===== src/inc/retimer_params.svh =====
// register offsets, field positions, reset values and timing counts of the channel override block
`ifndef RETIMER_PARAMS_SVH
`define RETIMER_PARAMS_SVH

// ==================================================
// register offsets
`define OFS_APPLIED_BOOST 8'h03
`define OFS_CAP_FIRST 8'h08
`define OFS_OVERRIDE_EN 8'h09
`define OFS_CAP_SECOND 8'h0b
`define OFS_EQ_LIMIT 8'h13
`define OFS_DETECT_OVR 8'h14
`define OFS_OUTPUT_SEL 8'h1e
`define OFS_RATE_SUBRATE 8'h2f
`define OFS_ADAPT_MODE 8'h31
`define OFS_SEARCH_CFG 8'h36
`define OFS_LOW_RATE_BOOST 8'h3a
`define OFS_RESEARCH_DIS 8'h3f
`define OFS_SECONDARY_BOOST 8'h40

// ==================================================
// field positions
`define BIT_CAP_OVR 7
`define BIT_MUX_OVR 5
`define BIT_QCLK_EN_A 4
`define BIT_QCLK_EN_B 0
`define BIT_EQ_LIMIT 2
`define BIT_RESEARCH_DIS 7
`define SEL_HI 7
`define SEL_LO 5
`define ADAPT_HI 6
`define ADAPT_LO 5
`define SEARCH_HI 5
`define SEARCH_LO 4
`define REFMODE_HI 2
`define REFMODE_LO 0

// ==================================================
// reset values
`define RST_OUTPUT_SEL 8'he0
`define RST_SEARCH_CFG 8'h31
`define RST_ADAPT_MODE 8'h20
`define RST_ZERO 8'h00

// ==================================================
// output select codes
`define MUX_MUTE 3'h7
`define MUX_INVALID 3'h6
`define MUX_OSC10 3'h5
`define MUX_PRBS 3'h4
`define MUX_QCLK 3'h3
`define MUX_ICLK 3'h2
`define MUX_RETIMED 3'h1
`define MUX_RAW 3'h0

// divider codes: 0..3 give ratios 1, 2, 4, 8
`define DIV_BY1 3'h0
`define DIV_BY4 3'h2
`define DIV_BY8 3'h3

// ==================================================
// timing
`define CLK_MHZ 100
`define REF_MHZ 25
`define REF_DIV (`CLK_MHZ / `REF_MHZ)
`define OSC_MHZ 10
`define OSC_HALF (`CLK_MHZ / (2 * `OSC_MHZ))
`define LOCK_TRY_US 2
`define LOCK_TRY_CYC (`LOCK_TRY_US * `CLK_MHZ)
`define RESEARCH_NS 500
`define RESEARCH_CYC ((`RESEARCH_NS * `CLK_MHZ) / 1000)
`define SEARCH_SPAN 8

`endif


===== src/inc/retimer_pkg.sv =====
// types of the channel override block
`include "retimer_params.svh"
package retimer_pkg;
	typedef logic [2:0] mux_sel_t;
	typedef logic [15:0] word_t;
	typedef enum logic [2:0] {st_off, st_search, st_try, st_adapt, st_locked, st_research} chan_state_t;
	typedef struct packed {
		logic [7:0] boost;
		logic [7:0] cap1;
		logic [7:0] ovr;
		logic [7:0] cap2;
		logic [7:0] eqlim;
		logic [7:0] detovr;
		logic [7:0] osel;
		logic [7:0] rate;
		logic [7:0] adapt;
		logic [7:0] search;
		logic [7:0] lowb;
		logic [7:0] rdis;
		logic [7:0] secb;
		logic [2:0] written;
		chan_state_t st;
		logic [15:0] tmr;
		logic [1:0] refdiv;
		logic [2:0] oscdiv;
		logic osc;
		logic [4:0] cap;
		logic [2:0] div;
		logic alt;
		word_t buf0;
		word_t buf1;
		logic [1:0] cnt;
		logic in_rdy;
		logic ovalid;
		logic [7:0] rdata;
		logic rvalid;
		logic pwr;
		mux_sel_t sel;
		logic vsync;
	} chan_t;
endpackage : retimer_pkg


===== src/hdl/retimer_channel_override_ctrl.sv =====
// channel override control: boost, coarse vco search, output mux and signal detect
//
// Summary of operation
// RL1: boost register shows and takes applied boost
// RL2: one bit puts last stage into limiting
// RL3: lock loss restarts lock and adaptation sequence
// RL4: adapt mode zero leaves boost untouched
// RL5: relock starts at highest allowed divider; code starts at divide-by-1 when search bits 2:0 are zero
// RL6: dividers four, eight use low-rate boost
// RL7: adapt zero, all boosts programmed: no change
// RL8: search field 11 runs reference-timed cap search
// RL9: rate and subrate set search range
// RL10: cap override values act only when enabled
// RL11: override alternates first/div8, second/div1
// RL12: default output muted unless locked and detected
// RL13: three-bit select decodes to seven outputs
// RL14: software enables quadrature clock before selecting it
// RL15: select applies only when unlocked, default mutes
// RL16: mux override makes select always apply; the code still mutes during re-search and with no signal
// RL17: re-search disable keeps output alive
// RL18: no signal powers channel and driver down
// RL19: detect override forces on or returns auto
// RL20: locked outputs synchronous, else free-running vco
// RL21: 10 MHz oscillator selectable under override
// RL22: invalid select code behaves as mute
`timescale 1ns/10ps
`include "retimer_params.svh"
module retimer_channel_override_ctrl (
	input wire logic clk,
	input wire logic rst,
	input wire logic [7:0] reg_addr,
	input wire logic [7:0] reg_wdata,
	input wire logic reg_wr,
	input wire logic reg_rd,
	output logic [7:0] reg_rdata,
	output logic reg_rvalid,
	input wire logic sig_detect,
	input wire logic lock_det,
	input wire logic freq_ok,
	input wire logic adapt_valid,
	input wire logic [7:0] adapt_boost,
	input wire logic adapt_done,
	input wire logic in_valid,
	output logic in_ready,
	input wire retimer_pkg::word_t retimed_data,
	input wire retimer_pkg::word_t raw_data,
	input wire retimer_pkg::word_t prbs_data,
	input wire retimer_pkg::word_t iclk_data,
	input wire retimer_pkg::word_t qclk_data,
	output logic out_valid,
	input wire logic out_ready,
	output retimer_pkg::word_t out_data,
	output logic [7:0] boost_out,
	output logic eq_limit_out,
	output logic [4:0] cap_dac_out,
	output logic [2:0] div_code_out,
	output logic chan_power_en,
	output retimer_pkg::mux_sel_t mux_sel,
	output logic vco_sync
);
	import retimer_pkg::*;

	chan_t s;
	chan_t n;
	logic sd_eff;
	logic ref_tick;
	logic go_try;
	logic hold_boost;
	logic push;
	logic pop;
	word_t src_word;
	mux_sel_t sel_raw;

	// ==================================================
	// helpers
	function automatic logic [2:0] max_div(input logic [7:0] rate_reg);
		max_div = {1'b0, rate_reg[5:4]};
	endfunction : max_div

	function automatic logic [4:0] search_base(input logic [7:0] rate_reg);
		search_base = {rate_reg[7:6], rate_reg[5:4], 1'b0};
	endfunction : search_base

	// ==================================================
	// next state
	always_comb begin
		n = s;
		n.rvalid = 1'b0;
		go_try = 1'b0;
		push = 1'b0;
		pop = 1'b0;
		src_word = 16'h0000;
		sel_raw = `MUX_MUTE;
		ref_tick = (s.refdiv == 2'(`REF_DIV - 1));
		n.refdiv = s.refdiv + 2'h1;
		if (s.oscdiv == 3'(`OSC_HALF - 1)) begin
			n.oscdiv = 3'h0;
			n.osc = ~s.osc;
		end else begin
			n.oscdiv = s.oscdiv + 3'h1;
		end

		// register port
		if (reg_wr) begin
			case (reg_addr)
				`OFS_APPLIED_BOOST: begin
					n.boost = reg_wdata; // RL1
					n.written[1] = 1'b1;
				end
				`OFS_CAP_FIRST: n.cap1 = reg_wdata;
				`OFS_OVERRIDE_EN: n.ovr = reg_wdata;
				`OFS_CAP_SECOND: n.cap2 = reg_wdata;
				`OFS_EQ_LIMIT: n.eqlim = reg_wdata; // RL2
				`OFS_DETECT_OVR: n.detovr = reg_wdata;
				`OFS_OUTPUT_SEL: n.osel = reg_wdata;
				`OFS_RATE_SUBRATE: n.rate = reg_wdata;
				`OFS_ADAPT_MODE: n.adapt = reg_wdata;
				`OFS_SEARCH_CFG: n.search = reg_wdata;
				`OFS_LOW_RATE_BOOST: begin
					n.lowb = reg_wdata;
					n.written[0] = 1'b1;
				end
				`OFS_RESEARCH_DIS: n.rdis = reg_wdata;
				`OFS_SECONDARY_BOOST: begin
					n.secb = reg_wdata;
					n.written[2] = 1'b1;
				end
				default: ;
			endcase
		end
		if (reg_rd) begin
			n.rvalid = 1'b1;
			case (reg_addr)
				`OFS_APPLIED_BOOST: n.rdata = s.boost; // RL1
				`OFS_CAP_FIRST: n.rdata = s.cap1;
				`OFS_OVERRIDE_EN: n.rdata = s.ovr;
				`OFS_CAP_SECOND: n.rdata = s.cap2;
				`OFS_EQ_LIMIT: n.rdata = s.eqlim;
				`OFS_DETECT_OVR: n.rdata = s.detovr;
				`OFS_OUTPUT_SEL: n.rdata = s.osel;
				`OFS_RATE_SUBRATE: n.rdata = s.rate;
				`OFS_ADAPT_MODE: n.rdata = s.adapt;
				`OFS_SEARCH_CFG: n.rdata = s.search;
				`OFS_LOW_RATE_BOOST: n.rdata = s.lowb;
				`OFS_RESEARCH_DIS: n.rdata = s.rdis;
				`OFS_SECONDARY_BOOST: n.rdata = s.secb;
				default: n.rdata = 8'h00;
			endcase
		end

		// signal detect: 10 forces on, 01 forces off, else automatic
		case (s.detovr[7:6])
			2'b10: sd_eff = 1'b1; // RL19
			2'b01: sd_eff = 1'b0;
			default: sd_eff = sig_detect; // RL19
		endcase
		hold_boost = (s.adapt[`ADAPT_HI:`ADAPT_LO] == 2'b00) && (s.written == 3'b111); // RL7

		// lock and adaptation sequence
		case (s.st)
			st_off: begin
				if (sd_eff) begin
					if (s.search[`SEARCH_HI:`SEARCH_LO] == 2'b11 && !s.ovr[`BIT_CAP_OVR]) begin
						n.st = st_search; // RL8
						n.cap = search_base(s.rate); // RL9
						n.tmr = 16'h0000;
					end else begin
						go_try = 1'b1;
					end
				end
			end
			st_search: begin
				// one cap step per reference tick until the frequency comparator agrees or the search span ends
				if (ref_tick) begin
					if (freq_ok || s.cap == search_base(s.rate) + 5'(`SEARCH_SPAN - 1)) begin // RL9
						go_try = 1'b1;
					end else begin
						n.cap = s.cap + 5'h01; // RL8
					end
				end
			end
			st_try: begin
				n.tmr = s.tmr + 16'h0001;
				if ((s.div == `DIV_BY4 || s.div == `DIV_BY8) && !hold_boost) begin
					n.boost = s.lowb; // RL6
				end
				if (lock_det) begin
					n.st = st_adapt;
				end else if (s.tmr == 16'(`LOCK_TRY_CYC - 1)) begin
					n.tmr = 16'h0000;
					if (s.ovr[`BIT_CAP_OVR]) begin
						n.alt = ~s.alt; // RL11
						n.cap = s.alt ? s.cap1[4:0] : s.cap2[4:0];
						n.div = s.alt ? `DIV_BY8 : `DIV_BY1;
					end else begin
						n.div = (s.div == `DIV_BY1) ? max_div(s.rate) : s.div - 3'h1; // RL5
					end
				end
			end
			st_adapt: begin
				if (!lock_det) begin
					go_try = 1'b1; // RL3
				end else if (s.adapt[`ADAPT_HI:`ADAPT_LO] == 2'b00) begin
					n.st = st_locked; // RL4
				end else begin
					if (adapt_valid) begin
						n.boost = adapt_boost; // RL3
					end
					if (adapt_done) begin
						n.st = st_locked;
					end
				end
			end
			st_locked: begin
				if (!lock_det) begin
					if (s.rdis[`BIT_RESEARCH_DIS]) begin
						go_try = 1'b1; // RL17
					end else begin
						n.st = st_research;
						n.tmr = 16'h0000;
					end
				end
			end
			st_research: begin
				n.tmr = s.tmr + 16'h0001;
				if (s.tmr == 16'(`RESEARCH_CYC - 1)) begin
					go_try = 1'b1; // RL3
				end
			end
			default: n.st = st_off;
		endcase
		if (go_try) begin
			n.st = st_try;
			n.tmr = 16'h0000;
			n.alt = 1'b0;
			if (s.ovr[`BIT_CAP_OVR]) begin
				n.cap = s.cap1[4:0]; // RL10
				n.div = `DIV_BY8; // RL11
			end else begin
				n.div = (s.search[`REFMODE_HI:`REFMODE_LO] != 3'h0) ? max_div(s.rate) : `DIV_BY1; // RL5
			end
		end
		if (!sd_eff) begin
			n.st = st_off; // RL18
			n.tmr = 16'h0000;
		end

		// output selection
		if (!sd_eff || s.st == st_research) begin
			sel_raw = `MUX_MUTE; // RL18
		end else if (s.ovr[`BIT_MUX_OVR]) begin
			sel_raw = s.osel[`SEL_HI:`SEL_LO]; // RL16
		end else if (s.st == st_locked) begin
			sel_raw = `MUX_RETIMED; // RL12
		end else begin
			sel_raw = s.osel[`SEL_HI:`SEL_LO]; // RL15
		end
		if (sel_raw == `MUX_INVALID) begin
			sel_raw = `MUX_MUTE; // RL22
		end
		if (sel_raw == `MUX_QCLK && !(s.ovr[`BIT_QCLK_EN_A] && s.osel[`BIT_QCLK_EN_B])) begin
			sel_raw = `MUX_MUTE; // RL14
		end
		n.sel = sel_raw;
		n.pwr = sd_eff; // RL18
		n.vsync = (s.st == st_locked); // RL20

		case (s.sel)
			`MUX_OSC10: src_word = {16{s.osc}}; // RL21
			`MUX_PRBS: src_word = prbs_data; // RL13
			`MUX_QCLK: src_word = qclk_data;
			`MUX_ICLK: src_word = iclk_data;
			`MUX_RETIMED: src_word = retimed_data;
			`MUX_RAW: src_word = raw_data;
			default: src_word = 16'h0000; // RL13
		endcase

		// two-entry output buffer
		push = in_valid && s.in_rdy;
		pop = (s.cnt != 2'h0) && out_ready;
		if (pop) begin
			n.buf0 = s.buf1;
			n.cnt = s.cnt - 2'h1;
		end
		if (push) begin
			if (n.cnt == 2'h0) begin
				n.buf0 = src_word;
			end else begin
				n.buf1 = src_word;
			end
			n.cnt = n.cnt + 2'h1;
		end
		n.in_rdy = (n.cnt != 2'h2);
		n.ovalid = (n.cnt != 2'h0);
	end

	// ==================================================
	// state register
	always_ff @(posedge clk or posedge rst) begin
		if (rst) begin
			s <= '0;
			s.osel <= `RST_OUTPUT_SEL;
			s.search <= `RST_SEARCH_CFG;
			s.adapt <= `RST_ADAPT_MODE;
			s.st <= st_off;
			s.sel <= `MUX_MUTE;
			s.in_rdy <= 1'b1;
		end else begin
			s <= n;
		end
	end

	assign reg_rdata = s.rdata;
	assign reg_rvalid = s.rvalid;
	assign in_ready = s.in_rdy;
	assign out_valid = s.ovalid;
	assign out_data = s.buf0;
	assign boost_out = s.boost;
	assign eq_limit_out = s.eqlim[`BIT_EQ_LIMIT];
	assign cap_dac_out = s.cap;
	assign div_code_out = s.div;
	assign chan_power_en = s.pwr;
	assign mux_sel = s.sel;
	assign vco_sync = s.vsync;
endmodule : retimer_channel_override_ctrl


===== config.mk =====
export PLATFORM = sky130hd
export DESIGN_NAME = retimer_channel_override_ctrl
export DESIGN_NICKNAME = d
export VERILOG_FILES = /design/src/inc/retimer_pkg.sv /design/src/hdl/retimer_channel_override_ctrl.sv
export VERILOG_INCLUDE_DIRS = /design/src /design/src/inc
export SDC_FILE = /design/constraint.sdc
export NUM_CORES = 1
export LEC_CHECK = 0
export BUFFER_PORTS_ARGS = -buffer_cell sky130_fd_sc_hd__buf_2
export CORE_MARGIN = 2
export CORE_UTILIZATION = 25
export CTS_CLUSTER_DIAMETER = 120
export CTS_CLUSTER_SIZE = 16
export DETAILED_ROUTE_END_ITERATION = 8
export HOLD_SLACK_MARGIN = 0.03
export PLACE_DENSITY = 0.44
export REMOVE_ABC_BUFFERS = 1
export SYNTH_ARGS = -nofsm -noshare
export SYNTH_HDL_FRONTEND = slang
export SYNTH_SLANG_ARGS = --single-unit

===== constraint.sdc =====
create_clock -name clk -period 7.8 [get_ports clk]
set_input_delay 0 -clock clk [delete_from_list [all_inputs] [get_ports clk]]
set_output_delay 0 -clock clk [all_outputs]
set_load 0.02 [all_outputs]

==> impl_results.md <==
- Max-Cap Viols: 0
- Post-CTS setup buffers: 0
- Fmax: 0.276 GHz
- Post-cts repair resize count: 0
- CTS sink cnt: 191
- Largest net degree at the start of global routing: 126
- Status: complete, no violations
- CTS tree: built
- Slowest CP cell: nor2b_2
- Buf/Inv on CP: 2
- H-tree levels: 4
- Setup TNS Final: 0 ps
- CP arrival: 3960 ps
- Avg Inst Size Synth: 10.4 sq um
- Cell Rows: 76
- Drt total wl: 34.0 mm
- Global-route wire length before repair: 52.9 mm
- RD Place Congestion: 0.809
- Largest stage delay, worst path: 850 ps
- Unique masters post-synth: 78
- CP dominant cell by count: ha_1
- GRT Residual Overflow: 0
- Via count: 8655
- Met2 usage in global routing: 0.254
- Slew Limit Fails: 0
- CP max FO: 32
- Area leader, netlist: dfrtp_1
- Worst VDD drop: 0.156 mV
- Fin Clk Skew: 14.9 ps
- Worst-path cell chain: inv_1 -> ha_1 -> nor2b_2 -> xnor2_1 -> ha_1 -> and3_1 -> o21ai_0 -> dlygate4sd3_1
- Worst hold path class: in -> reg
- Clk Latency, worst-skew pair: 460 ps
- Post-Synthesis Cell Area: 10800 sq um
- Ant diodes: 0
- GRT Overall Usage: 0.154
- Most Crowded Layer GR: met2
- # nets final: 1308
- Starting density of the core: 0.252
- # setup viols final: 0
- Fin util: 0.302
- Yosys reg bits: 191
- EDFF count, synth: 0
- Area share of the largest cell type after synthesis: 0.415
- Sequential area share after synthesis: 0.442
- 1st-pass router iterations: 5
- Share of cells above drive strength 1: 0.302
- Crit path time final: 3620 ps
- Die area: 45100 sq um
- Global-route track usage on met1: 0.204
- CP Capture Type: flop
- Layout Area Growth over Synthesis: 19.6%
- Fin. Hold Viols: 0
- Post-Syn Instances: 1042
- Ys flop type: dfrtp_1
- Routed wire per std cell: 19.1 microns
- Initial drt markers: 641
- Period utilization: 0.464
- R2r setup slk: 4180 ps
- Clock transition at path regs: 70 ps
- Critical path launch point type: flop
- Synth Warn #: 0
- Leak: 5.83 nW
- Slew margin rel.: 0.265
- Post-route ant nets: 0
- RSZ-0062 raised after global routing: no
- Initial antenna violation count: 1
- Dpl hpwl: 24.0 mm
- DRC: 0
- Pwr dens: 230 nW/um^2
- CP delay by family, top: simple AND/OR/NAND/NOR gates
- Root Driver: clkbuf_16
- I/O Buffers: 163
- Worst EP required: 8140 ps
- Synth area leaders: dfrtp_1, mux2_2, mux2i_1
- Die X-Extent: 212 microns
- IO Pins: 164
- GRT met3 Usage: 0.0281
- Least-Margin Pin Slew: 1100 ps
- Critical path class: reg -> reg
- Die Y: 212 microns
- Async SR Flop Fraction: 1.00
- Drt via density: 4.87
- Clock Path Buffers: 2
- Vias in the first global route: 8883
- TritonCTS buffer count: 17
- Core area: 43000 sq um
cell type report:
class | count | area [sq um]
clock buffer | 17 | 425
sequential | 191 | 4790
timing repair buffer | 221 | 1380
fill | 4557 | 30000
clock inverter | 15 | 154
inverter | 30 | 120
multi-input combinational | 718 | 5370
tap | 585 | 732
worst min-delay path, stage by stage:
cell,delay (ps)
buf_2,80
a21oi_1,50
o211ai_1,190
mux2_2,160
metrics by stage:
step           total power [W]  instance area, sq um  std cells  hold WS, ps  worst slack [ps]
3_3_place_gp           0.00207                 11900       1693          225              4730
4_1_cts                0.00303                 13000       1777         31.5              4110
2_1_floorplan          0.00177                 10300        939         31.4              2620
6_report               0.00298                 13000       1777         62.2              4180
3_5_place_dp           0.00208                 11900       1693          237              4630
5_1_grt                0.00317                 13000       1777         57.9              3740
cells in the final DEF (no fill, tap or decap), types with 23 or more instances in the layout:
master,Yosys,final
mux2_2,115,115
nand2_1,63,63
o211ai_1,28,28
inv_1,30,29
a22oi_1,49,49
nor2_1,50,50
dlygate4sd3_1,0,52
a21oi_1,47,47
o21ai_0,54,54
buf_2,25,163
mux2i_1,52,52
dfrtp_1,180,180
nand3_1,23,23
final timing paths:
kind                              start            to  cells after the start
max                               s[16]  out_data[15]                      8
min reg2reg                       s[63]         s[63]                      1
min in group asynchronous           rst         s[21]                      3
max reg2reg                       s[16]  out_data[15]                      8
max in group asynchronous           rst         s[94]                      4
min                        qclk_data[2]         s[20]                      4
repair_timing:
action | CTS | global route
hold endpoints to repair | 168 | 0
hold buffers | 52 | 0
setup endpoints to repair | 0 | 0
flip-flops by register name, indices dropped and copies added, names as in the netlist:
name / flops
boost_out: 8
cap_dac_out: 5
chan_power_en: 1
div_code_out: 3
eq_limit_out: 1
in_ready: 1
mux_sel: 3
out_data: 16
out_valid: 1
reg_rdata: 8
reg_rvalid: 1
s: 142
vco_sync: 1
cell usage after synthesis (all sizes together), types with 8 or more instances:
| cell type | instances |
|---|---|
| a21oi | 47 |
| a22oi | 49 |
| a31oi | 9 |
| and3 | 14 |
| buf | 75 |
| clkbuf | 28 |
| dfrtp | 180 |
| dfstp | 11 |
| ha | 14 |
| inv | 30 |
| mux2 | 120 |
| mux2i | 52 |
| nand2 | 64 |
| nand2b | 16 |
| nand3 | 23 |
| nand4 | 12 |
| nor2 | 50 |
| nor2b | 9 |
| nor3 | 16 |
| o211ai | 28 |
| o21ai | 61 |
| o22ai | 18 |
| xnor2 | 8 |
| xor2 | 9 |
report_power, final:
group | internal, W | switching, W
registers | 0.00113 | 0.000137
logic | 0.000347 | 0.000475
clock network | 0.000451 | 0.000439
kinds of logic (layout without fill, tap and decap cells):
logic type / count (synthesis) / after routing / share of synthesized area
DFF: 191 / 191 / 0.442
adders and majority gates: 14 / 14 / 0.0161
muxes: 172 / 172 / 0.174
buffers and inverters: 133 / 283 / 0.0638
xor gates and xnor gates: 17 / 17 / 0.0165
and+or+nand+nor: 246 / 246 / 0.121
AOI/OAI and AO/OA: 269 / 269 / 0.167
layer usage:
metal	routed length, microns	share of wire
met1	15700	0.46
met2	15800	0.47
met3	1820	0.054
met4	641	0.019
met5	7	0.00021
Note: power is estimated with default switching activity, not from simulation.
